<file path="src/atg_freq_loop.sv">
// Purpose: Shared constants and types, and the frequency loop with its gain set selection.
// Assumes: One clock, synchronous active-high reset, all inputs synchronous to the clock.
// Notes: The frequency and current loop arithmetic is kept deliberately simple.
//
// Notes on behaviour
// - Selector 1 arms stationary test; enable and run start.
// - Stationary test measures, then updates current gains.
// - Selector 2 arms rotating test, stationary first.
// - Ramp to two-thirds rated frequency, hold 40 s; the hold also ends early on i_meas_done.
// - Rotating test overwrites stator inductance and breakpoints.
// - Power factor updated for display only.
// - Selector 3 arms inertia test, stores inertia.
// - Ramp to quarter rated speed, hold 60 s.
// - Speed missed on final attempt: abort, trip.
// - Any completed test enters the inhibit state.
// - No normal running until a controlled disable.
// - Disable: enable pin off, software enable, control word.
// - Current controller is PI from two gains.
// - Frequency loop: P and I forward, D on feedback.
// - Integral accumulates error, removing steady frequency error.
// - Gain select 0 uses set A, 1 set B.
// - Select 2: set A below threshold, else B.
// - Gain select accepted anytime, enabled or disabled.

package atg_pkg;
  // ----------------------------------------------------------------
  // Timing
  // ----------------------------------------------------------------
  localparam logic [63:0] CLK_HZ = 64'd250000000;
  localparam logic [63:0] T_ROT_HOLD_S = 64'd40;
  localparam logic [63:0] T_INR_HOLD_S = 64'd60;
  localparam logic [63:0] T_STAT_MAX_MS = 64'd5000;
  localparam logic [63:0] T_ACCEL_MAX_MS = 64'd20000;
  localparam int CNT_W = 36;
  localparam logic [1:0] INR_ATTEMPTS = 2'h3;
  // ----------------------------------------------------------------
  // Selector, gain select and trip cause codes
  // ----------------------------------------------------------------
  localparam logic [1:0] SEL_NONE = 2'h0;
  localparam logic [1:0] SEL_STAT = 2'h1;
  localparam logic [1:0] SEL_ROT = 2'h2;
  localparam logic [1:0] SEL_INR = 2'h3;
  localparam logic [1:0] GSEL_A = 2'h0;
  localparam logic [1:0] GSEL_B = 2'h1;
  localparam logic [1:0] GSEL_THR = 2'h2;
  localparam logic [1:0] TRIP_NONE = 2'h0;
  localparam logic [1:0] TRIP_STAT = 2'h1;
  localparam logic [1:0] TRIP_ROT = 2'h2;
  localparam logic [1:0] TRIP_INR = 2'h3;
  // ----------------------------------------------------------------
  // Reset values and scaling
  // ----------------------------------------------------------------
  localparam logic [15:0] RST_CUR_KP = 16'h0014;
  localparam logic [15:0] RST_CUR_KI = 16'h0028;
  localparam int GAIN_SHIFT = 8;
  // ----------------------------------------------------------------
  // Types
  // ----------------------------------------------------------------
  typedef enum logic [2:0] {
    ST_IDLE, ST_ARMED, ST_STAT, ST_ROT_ACC, ST_ROT_HOLD, ST_INR_ACC, ST_INR_HOLD, ST_INHIBIT
  } atg_state_e;
  typedef struct packed {
    logic [15:0] prop;
    logic [15:0] integ;
    logic [15:0] diff;
  } atg_gain_s;
  typedef struct packed {
    logic [15:0] resistance;
    logic [15:0] trans_ind;
    logic [15:0] stator_ind;
    logic [15:0] power_factor;
    logic [15:0] inertia;
    logic [3:0][15:0] sat_bp;
  } atg_meas_s;
  typedef struct packed {
    logic [15:0] cur_kp;
    logic [15:0] cur_ki;
    logic [15:0] stator_ind;
    logic [15:0] pf_display;
    logic [15:0] inertia;
    logic [3:0][15:0] sat_bp;
  } atg_param_s;
endpackage : atg_pkg

`timescale 1ns/1ns
`default_nettype none

module atg_freq_loop (
  // Clock and reset
  input wire logic i_mclk,
  input wire logic i_rst,
  // Gain selection
  input wire logic [1:0] i_gain_sel,
  input wire logic [15:0] i_gain_thresh,
  input wire atg_pkg::atg_gain_s i_set_a,
  input wire atg_pkg::atg_gain_s i_set_b,
  // Loop signals
  input wire logic signed [15:0] i_freq_demand,
  input wire logic signed [15:0] i_freq_fb,
  output logic o_use_set_b,
  output logic signed [15:0] o_torque_ref
);
  logic [16:0] dem_abs;
  logic sel_b;
  atg_pkg::atg_gain_s g;
  logic signed [16:0] err;
  logic signed [16:0] dfb;
  logic signed [39:0] integ_ff;
  logic signed [39:0] nxt_integ;
  logic signed [39:0] sum;
  logic signed [15:0] fb_prev_ff;

  // ----------------------------------------------------------------
  // Gain set selection
  // ----------------------------------------------------------------
  assign dem_abs = i_freq_demand[15] ? 17'(-$signed({i_freq_demand[15], i_freq_demand})) :
                   {1'b0, i_freq_demand};
  always_comb begin
    case (i_gain_sel)
      atg_pkg::GSEL_A: sel_b = 1'b0;
      atg_pkg::GSEL_B: sel_b = 1'b1;
      atg_pkg::GSEL_THR: sel_b = (dem_abs >= {1'b0, i_gain_thresh});
      default: sel_b = 1'b0;
    endcase
  end
  assign g = sel_b ? i_set_b : i_set_a;

  always_ff @(posedge i_mclk) begin
    if (i_rst) begin
      o_use_set_b <= 1'b0;
    end else begin
      o_use_set_b <= sel_b;
    end
  end

  // ----------------------------------------------------------------
  // Controller terms
  // ----------------------------------------------------------------
  assign err = 17'(i_freq_demand) - 17'(i_freq_fb);
  assign dfb = 17'(i_freq_fb) - 17'(fb_prev_ff);
  assign nxt_integ = integ_ff + 40'($signed({1'b0, g.integ}) * err);
  assign sum = 40'($signed({1'b0, g.prop}) * err) + nxt_integ
             - 40'($signed({1'b0, g.diff}) * dfb);

  always_ff @(posedge i_mclk) begin
    if (i_rst) begin
      integ_ff <= 40'sh0;
      fb_prev_ff <= 16'sh0;
      o_torque_ref <= 16'sh0;
    end else begin
      integ_ff <= nxt_integ;
      fb_prev_ff <= i_freq_fb;
      o_torque_ref <= 16'(sum >>> atg_pkg::GAIN_SHIFT);
    end
  end
endmodule : atg_freq_loop

`default_nettype wire

</file>
<file path="src/atg_autotune_top.sv">
// Purpose: Autotune sequencer with current loop and frequency loop of the drive.
// Assumes: Measurement engine reports results on i_meas with a done pulse.
// Notes: Long hold times are top parameters so simulations can shorten them.

`timescale 1ns/1ns
`default_nettype none

module atg_autotune_top #(
  parameter logic [35:0] ROT_HOLD_CYC = 36'(atg_pkg::T_ROT_HOLD_S * atg_pkg::CLK_HZ),
  parameter logic [35:0] INR_HOLD_CYC = 36'(atg_pkg::T_INR_HOLD_S * atg_pkg::CLK_HZ),
  parameter logic [35:0] STAT_MAX_CYC = 36'(atg_pkg::T_STAT_MAX_MS * (atg_pkg::CLK_HZ / 64'd1000)),
  parameter logic [35:0] ACCEL_MAX_CYC = 36'(atg_pkg::T_ACCEL_MAX_MS * (atg_pkg::CLK_HZ / 64'd1000))
) (
  // Clock and reset
  input wire logic i_mclk,
  input wire logic i_rst,
  // Operator enable and run
  input wire logic i_hw_enable,
  input wire logic i_sw_enable,
  input wire logic i_cw_disable,
  input wire logic i_run_fwd,
  input wire logic i_run_rev,
  // Autotune selector write
  input wire logic i_sel_wr,
  input wire logic [1:0] i_sel_data,
  // Motor ratings and measurements
  input wire logic [15:0] i_rated_freq,
  input wire logic [15:0] i_rated_speed,
  input wire logic i_meas_done,
  input wire logic i_at_target,
  input wire atg_pkg::atg_meas_s i_meas,
  // Frequency loop
  input wire logic [1:0] i_gain_sel,
  input wire logic [15:0] i_gain_thresh,
  input wire atg_pkg::atg_gain_s i_set_a,
  input wire atg_pkg::atg_gain_s i_set_b,
  input wire logic signed [15:0] i_freq_demand,
  input wire logic signed [15:0] i_freq_fb,
  // Current loop
  input wire logic signed [15:0] i_cur_demand,
  input wire logic signed [15:0] i_cur_fb,
  // Sequencer status
  output logic [1:0] o_autotune_select,
  output logic o_busy,
  output logic o_trip,
  output logic [1:0] o_trip_cause,
  output logic o_inhibit,
  output logic o_run_permit,
  // Motor commands and parameters
  output logic o_motor_run,
  output logic [15:0] o_tune_ref,
  output atg_pkg::atg_param_s o_params,
  output logic o_use_set_b,
  output logic signed [15:0] o_torque_ref,
  output logic signed [15:0] o_volt_ref
);
  atg_pkg::atg_state_e state_ff;
  atg_pkg::atg_state_e nxt_state;
  logic [35:0] cnt_ff;
  logic [1:0] attempt_ff;
  logic run_ok;
  logic ctl_dis;
  logic cnt_end;
  logic acc_tmo;
  logic trip_set;
  logic [1:0] trip_code;
  logic [15:0] ref_rot;
  logic [15:0] ref_inr;
  logic signed [16:0] cerr;
  logic signed [39:0] cinteg_ff;
  logic signed [39:0] nxt_cinteg;
  logic signed [39:0] csum;
  logic [3:0][15:0] nxt_sat_bp;

  // ----------------------------------------------------------------
  // Conditions
  // ----------------------------------------------------------------
  assign run_ok = i_hw_enable & i_sw_enable & ~i_cw_disable & (i_run_fwd | i_run_rev);
  assign ctl_dis = ~i_hw_enable | ~i_sw_enable | i_cw_disable;
  assign acc_tmo = (cnt_ff >= ACCEL_MAX_CYC - 36'h1) & ~i_at_target;
  assign ref_rot = 16'(({2'h0, i_rated_freq} * 18'h2) / 18'h3);
  assign ref_inr = i_rated_speed >> 2;

  always_comb begin
    cnt_end = 1'b0;
    case (state_ff)
      atg_pkg::ST_STAT: cnt_end = (cnt_ff >= STAT_MAX_CYC - 36'h1);
      atg_pkg::ST_ROT_HOLD: cnt_end = (cnt_ff >= ROT_HOLD_CYC - 36'h1);
      atg_pkg::ST_INR_HOLD: cnt_end = (cnt_ff >= INR_HOLD_CYC - 36'h1);
      default: cnt_end = 1'b0;
    endcase
  end

  // ----------------------------------------------------------------
  // Sequencer next state
  // ----------------------------------------------------------------
  always_comb begin
    nxt_state = state_ff;
    trip_set = 1'b0;
    trip_code = atg_pkg::TRIP_NONE;
    case (state_ff)
      atg_pkg::ST_IDLE: begin
        if (i_sel_wr && i_sel_data != atg_pkg::SEL_NONE) begin
          nxt_state = atg_pkg::ST_ARMED;
        end
      end
      atg_pkg::ST_ARMED: begin
        if (run_ok) begin
          if (o_autotune_select == atg_pkg::SEL_INR) begin
            nxt_state = atg_pkg::ST_INR_ACC;
          end else begin
            nxt_state = atg_pkg::ST_STAT;
          end
        end
      end
      atg_pkg::ST_STAT: begin
        if (i_meas_done) begin
          nxt_state = (o_autotune_select == atg_pkg::SEL_ROT) ? atg_pkg::ST_ROT_ACC : atg_pkg::ST_INHIBIT;
        end else if (cnt_end) begin
          nxt_state = atg_pkg::ST_INHIBIT;
          trip_set = 1'b1;
          trip_code = atg_pkg::TRIP_STAT;
        end
      end
      atg_pkg::ST_ROT_ACC: begin
        if (i_at_target) begin
          nxt_state = atg_pkg::ST_ROT_HOLD;
        end else if (acc_tmo) begin
          nxt_state = atg_pkg::ST_INHIBIT;
          trip_set = 1'b1;
          trip_code = atg_pkg::TRIP_ROT;
        end
      end
      atg_pkg::ST_ROT_HOLD: begin
        if (i_meas_done || cnt_end) begin
          nxt_state = atg_pkg::ST_INHIBIT;
        end
      end
      atg_pkg::ST_INR_ACC: begin
        if (i_at_target) begin
          nxt_state = atg_pkg::ST_INR_HOLD;
        end else if (acc_tmo && attempt_ff >= atg_pkg::INR_ATTEMPTS - 2'h1) begin
          nxt_state = atg_pkg::ST_INHIBIT;
          trip_set = 1'b1;
          trip_code = atg_pkg::TRIP_INR;
        end
      end
      atg_pkg::ST_INR_HOLD: begin
        if (cnt_end) begin
          nxt_state = atg_pkg::ST_INHIBIT;
        end
      end
      atg_pkg::ST_INHIBIT: begin
        if (ctl_dis) begin
          nxt_state = atg_pkg::ST_IDLE;
        end
      end
      default: nxt_state = atg_pkg::ST_IDLE;
    endcase
  end

  always_ff @(posedge i_mclk) begin
    if (i_rst) begin
      state_ff <= atg_pkg::ST_IDLE;
    end else begin
      state_ff <= nxt_state;
    end
  end

  // ----------------------------------------------------------------
  // Phase timer and attempt counter
  // ----------------------------------------------------------------
  always_ff @(posedge i_mclk) begin
    if (i_rst) begin
      cnt_ff <= 36'h0;
      attempt_ff <= 2'h0;
    end else begin
      if (nxt_state != state_ff || (state_ff == atg_pkg::ST_INR_ACC && acc_tmo)) begin
        cnt_ff <= 36'h0;
      end else begin
        cnt_ff <= cnt_ff + 36'h1;
      end
      if (state_ff == atg_pkg::ST_ARMED) begin
        attempt_ff <= 2'h0;
      end else if (state_ff == atg_pkg::ST_INR_ACC && acc_tmo) begin
        attempt_ff <= attempt_ff + 2'h1;
      end
    end
  end

  // ----------------------------------------------------------------
  // Selector, status and trip
  // ----------------------------------------------------------------
  always_ff @(posedge i_mclk) begin
    if (i_rst) begin
      o_autotune_select <= atg_pkg::SEL_NONE;
    end else if (nxt_state == atg_pkg::ST_INHIBIT || nxt_state == atg_pkg::ST_IDLE) begin
      o_autotune_select <= atg_pkg::SEL_NONE;
    end else if (state_ff == atg_pkg::ST_IDLE && i_sel_wr) begin
      o_autotune_select <= i_sel_data;
    end
  end

  always_ff @(posedge i_mclk) begin
    if (i_rst) begin
      o_busy <= 1'b0;
      o_inhibit <= 1'b0;
      o_run_permit <= 1'b1;
      o_motor_run <= 1'b0;
      o_tune_ref <= 16'h0;
    end else begin
      o_busy <= (nxt_state != atg_pkg::ST_IDLE) && (nxt_state != atg_pkg::ST_INHIBIT);
      o_inhibit <= (nxt_state == atg_pkg::ST_INHIBIT);
      o_run_permit <= (nxt_state == atg_pkg::ST_IDLE);
      o_motor_run <= (nxt_state == atg_pkg::ST_ROT_ACC) || (nxt_state == atg_pkg::ST_ROT_HOLD) ||
                     (nxt_state == atg_pkg::ST_INR_ACC) || (nxt_state == atg_pkg::ST_INR_HOLD);
      if (nxt_state == atg_pkg::ST_ROT_ACC || nxt_state == atg_pkg::ST_ROT_HOLD) begin
        o_tune_ref <= ref_rot;
      end else if (nxt_state == atg_pkg::ST_INR_ACC || nxt_state == atg_pkg::ST_INR_HOLD) begin
        o_tune_ref <= ref_inr;
      end else begin
        o_tune_ref <= 16'h0;
      end
    end
  end

  always_ff @(posedge i_mclk) begin
    if (i_rst) begin
      o_trip <= 1'b0;
      o_trip_cause <= atg_pkg::TRIP_NONE;
    end else if (trip_set) begin
      o_trip <= 1'b1;
      o_trip_cause <= trip_code;
    end else if (state_ff == atg_pkg::ST_ARMED) begin
      o_trip <= 1'b0;
      o_trip_cause <= atg_pkg::TRIP_NONE;
    end
  end

  // ----------------------------------------------------------------
  // Parameter updates from measurements
  // ----------------------------------------------------------------
  always_ff @(posedge i_mclk) begin
    if (i_rst) begin
      o_params.cur_kp <= atg_pkg::RST_CUR_KP;
      o_params.cur_ki <= atg_pkg::RST_CUR_KI;
      o_params.stator_ind <= 16'h0;
      o_params.pf_display <= 16'h0;
      o_params.inertia <= 16'h0;
      o_params.sat_bp <= 64'h0;
    end else begin
      if (state_ff == atg_pkg::ST_STAT && i_meas_done) begin
        o_params.cur_kp <= i_meas.trans_ind;
        o_params.cur_ki <= i_meas.resistance;
      end
      if (state_ff == atg_pkg::ST_ROT_HOLD && nxt_state == atg_pkg::ST_INHIBIT) begin
        o_params.stator_ind <= i_meas.stator_ind;
        o_params.pf_display <= i_meas.power_factor;
      end
      if (state_ff == atg_pkg::ST_INR_HOLD && cnt_end) begin
        o_params.inertia <= i_meas.inertia;
      end
      o_params.sat_bp <= nxt_sat_bp;
    end
  end

  genvar bp;
  generate
    for (bp = 0; bp < 4; bp++) begin : g_sat_bp
      assign nxt_sat_bp[bp] = (state_ff == atg_pkg::ST_ROT_HOLD && nxt_state == atg_pkg::ST_INHIBIT) ?
                              i_meas.sat_bp[bp] : o_params.sat_bp[bp];
    end
  endgenerate

  // ----------------------------------------------------------------
  // Current loop and frequency loop
  // ----------------------------------------------------------------
  assign cerr = 17'(i_cur_demand) - 17'(i_cur_fb);
  assign nxt_cinteg = cinteg_ff + 40'($signed({1'b0, o_params.cur_ki}) * cerr);
  assign csum = 40'($signed({1'b0, o_params.cur_kp}) * cerr) + nxt_cinteg;

  always_ff @(posedge i_mclk) begin
    if (i_rst) begin
      cinteg_ff <= 40'sh0;
      o_volt_ref <= 16'sh0;
    end else begin
      cinteg_ff <= nxt_cinteg;
      o_volt_ref <= 16'(csum >>> atg_pkg::GAIN_SHIFT);
    end
  end

  atg_freq_loop u_freq_loop (
    .i_mclk(i_mclk),
    .i_rst(i_rst),
    .i_gain_sel(i_gain_sel),
    .i_gain_thresh(i_gain_thresh),
    .i_set_a(i_set_a),
    .i_set_b(i_set_b),
    .i_freq_demand(i_freq_demand),
    .i_freq_fb(i_freq_fb),
    .o_use_set_b(o_use_set_b),
    .o_torque_ref(o_torque_ref)
  );
endmodule : atg_autotune_top

`default_nettype wire

</file>
<file path="config.mk">
export PLATFORM = sky130hd
export DESIGN_NAME = atg_autotune_top
export DESIGN_NICKNAME = d
export VERILOG_FILES = /design/src/atg_freq_loop.sv /design/src/atg_autotune_top.sv
export SDC_FILE = /design/constraint.sdc
export NUM_CORES = 2
export LEC_CHECK = 0
export BUFFER_PORTS_ARGS = -buffer_cell sky130_fd_sc_hd__buf_4
export CORE_ASPECT_RATIO = 2
export CORE_MARGIN = 8
export CORE_UTILIZATION = 40
export DETAILED_ROUTE_END_ITERATION = 16
export GPL_TIMING_DRIVEN = 0
export HOLD_SLACK_MARGIN = 0.06
export PLACE_DENSITY = 0.61
export SLEW_MARGIN = 5
export SYNTH_ARGS = -nofsm -noshare
export SYNTH_HDL_FRONTEND = slang
export SYNTH_SLANG_ARGS = --single-unit
</file>
<file path="constraint.sdc">
create_clock -name i_mclk -period 44.8 [get_ports i_mclk]
set_input_delay 6.72 -clock i_mclk [delete_from_list [all_inputs] [get_ports i_mclk]]
set_output_delay 6.72 -clock i_mclk [all_outputs]
set_load 0.05 [all_outputs]
</file>
==> impl_metrics.json <==
{
  "post-synth-top-count-cell": "inv_1",
  "cts_resized": 0,
  "netlist_top_cells_area": "fa_1 (38%), dfxtp_1 (11%), ha_1 (11%), inv_1 (8.5%), nand2_1 (6.9%)",
  "ys_ff_latch": 307,
  "regArea_um2": 6150,
  "grt_max_degree": 15,
  "arrival_ns": 25.81,
  "status": "finished with violations",
  "drt-initial-drc-count": 2022,
  "grt-ovfl-total": 0,
  "finalCritPeriodShare_pct": 56.4,
  "grt_pass1_wl_mm": 305,
  "tightest_slew_ns": 1.47,
  "multi_input_comb_area_um2": 42100,
  "ys_types": 97,
  "setup_viol": 0,
  "drv_slew": 1,
  "insertion_delay_ns": 0.63,
  "clock.fmax_mhz": 39.6,
  "syn_area_um2": 53600,
  "start_util_pct": 40.1,
  "die_h_um": 534,
  "vias": 44600,
  "fin_crit_ns": 25.26,
  "drc": 0,
  "cpPeakStageDelay_ns": 0.98,
  "place.gp.congestion": 1.00,
  "relSlewSlack_pct": -0.569,
  "clock_sinks": 307,
  "clk_pin_slew_ns": 0.07,
  "crit_top_cell": "fa_1",
  "clk_path_buf_depth": 3,
  "maxCapViolCount": 2,
  "start_kind": "input pin",
  "syn-num-nets": 7984,
  "drive_above_1_share_pct": 11.5,
  "synth-seq-area-share_pct": 11.5,
  "antenna_left": 0,
  "finalClockSkew_ns": 0.0541,
  "grt_pass1_vias": 49700,
  "cts-hold-fix-buffers": 0,
  "area_growth_pct": 15.0,
  "synth-async-reset-ratio_pct": 0,
  "wl_per_cell_um": 24.1,
  "core_area_um2": 134000,
  "port_buffers": 556,
  "cts_setup_buffers": 0,
  "yosys_most_used_dff": "dfxtp_1",
  "first_pass_iters": 7,
  "rsz0062_at_grt": "no",
  "hold_start": "o_params[102]$_SDFFE_PP0P_",
  "crit_start": "i_freq_demand[2]",
  "violations": "max-capacitance violations, max-slew violations",
  "numCtsBuffers": 36,
  "timing_worst_setup_path_type": "input pin to flop",
  "synth_edf_count": 0,
  "r2r_start": "o_params[117]$_SDFFE_PP1P_",
  "hpwl_mm": 177,
  "cts-root-buf": "clkbuf_16",
  "std_cell_rows": 190,
  "die_area_um2": 147000,
  "syn_area_per_cell_um2": 8.73,
  "hold_viol": 0,
  "wl_mm": 205,
  "synth_top_cell_area_share_pct": 37.7,
  "cts_max_level": 2,
  "nets": 8596,
  "viasPerCell": 5.23,
  "tns_ns": 0,
  "endpoint_kind": "flop",
  "worst-path-max-fanout": 10,
  "netlist_instances": 6140,
  "die_w_um": 275,
  "min_path_type": "flop to flop",
  "cts_tree": "yes",
  "grt_use_total_pct": 28.2,
  "antenna_found_initial": 11,
  "ios": 568,
  "crit_slowest_cell": "mux2i_1",
  "yosys_warnings": 0,
  "cp.required_ns": 45.35,
  "yosys-top-cells-count": "inv_1 (1,217), fa_1 (1,010), nand2_1 (983)",
  "yosys.area.top_type": "fa_1",
  "nFillCells": 13200
}
==> cells by family after synthesis <==
family | count (synthesis) | synth area share (%)
AOI/OAI and AO/OA | 522 | 6.24
xor gates and xnor gates | 259 | 4.53
adders and majority gates | 1479 | 48.7
buffers and inverters | 1471 | 10.4
DFF | 307 | 11.5
muxes | 106 | 2.09
and+or+nand+nor | 1996 | 16.6
==> routing by layer <==
metal  up-vias  GRT usage (%)  share of wire, %  routed length, um
li1      19800              -                 -                  -
met1     22200           25.7                31              62700
met2      1743           53.1                53             109000
met3       820           4.57               5.3              10900
met4         2           24.4                11              22500
met5         -              0            0.0063                 13
==> layout by cell type (no fill, tap or decap), types with 12 or more instances in the layout <==
master	count
a21o_1	34
xnor2_1	170
o31ai_1	14
nand2b_1	82
buf_4	559
mux2i_1	44
xor2_1	63
and3_1	17
inv_1	1217
dfxtp_1	307
mux2_2	47
a31oi_1	19
and2_1	209
fa_1	1010
o21a_1	20
clkbuf_1	230
nand2_1	983
nand4_1	13
nor2_1	436
nor2b_1	92
ha_1	468
a21oi_1	214
mux2i_2	14
buf_2	12
nor3_1	33
nor4_1	15
nand3_1	43
nand3b_1	13
clkbuf_16	36
o21ai_0	75
or2_2	25
==> cell type report <==
| type | count | area share (%) |
|---|---|---|
| Buffer | 250 | 1.58 |
| Tap cell | 1728 | 3.51 |
| Multi-Input combinational cell | 4362 | 68.3 |
| Antenna cell | 9 | 0.0365 |
| Clock inverter | 16 | 0.345 |
| Timing Repair Buffer | 574 | 7.16 |
| Sequential cell | 307 | 9.97 |
| Inverter | 1221 | 7.44 |
| Clock buffer | 50 | 1.68 |
==> through the flow <==
stage               area [um2]  hold slack, ns  util, %  cells  worst slack (ns)
floorplan                53600           0.441        -   6140             23.43
global placement         59900           0.443     44.9   8424             19.00
detailed placement       60300           0.447     45.1   8441             19.13
CTS                      61500           0.456     46.1   8507             19.83
global route             61600           0.472     46.1   8510             18.75
finish                   61600           0.453     46.1   8517             19.54
==> worst max-delay path, delay by kind of cell <==
kind	cells	cell delay [ns]
adders and majority gates	17	7.85
and+or+nand+nor	11	2.56
buffers and inverters	11	3.28
xor gates and xnor gates	3	1.16
muxes	1	0.98
AOI/OAI and AO/OA	13	3.15
==> registers in the layout, summed over array words and instances (netlist names) <==
signal and cells:
cinteg_ff 24, o_inhibit 1, u_freq_loop.o_torque_ref 16, state_ff 3, o_motor_run 1, attempt_ff 2, o_volt_ref 16, o_trip 1
u_freq_loop.fb_prev_ff 16, o_autotune_select 2, cnt_ff 36, u_freq_loop.integ_ff 24, o_params 144, o_tune_ref 16, o_trip_cause 2, o_run_permit 1
o_busy 1, u_freq_loop.o_use_set_b 1
==> worst paths after layout <==
kind / end / slack (ns) / cells past startpoint
worst max-delay path: u_freq_loop.o_torque_ref[15]$_SDFF_PP0_ / 19.54 / 56
worst min-delay path: o_params[102]$_SDFFE_PP0P_ / 0.45 / 2
worst max register to register: o_volt_ref[15]$_SDFF_PP0_ / 32.24 / 41
worst min register to register: o_params[102]$_SDFFE_PP0P_ / 0.45 / 2
Power is left out: the tool's default activity adds up to more than one toggle a clock period on the data nets, which glitch-free logic cannot reach.
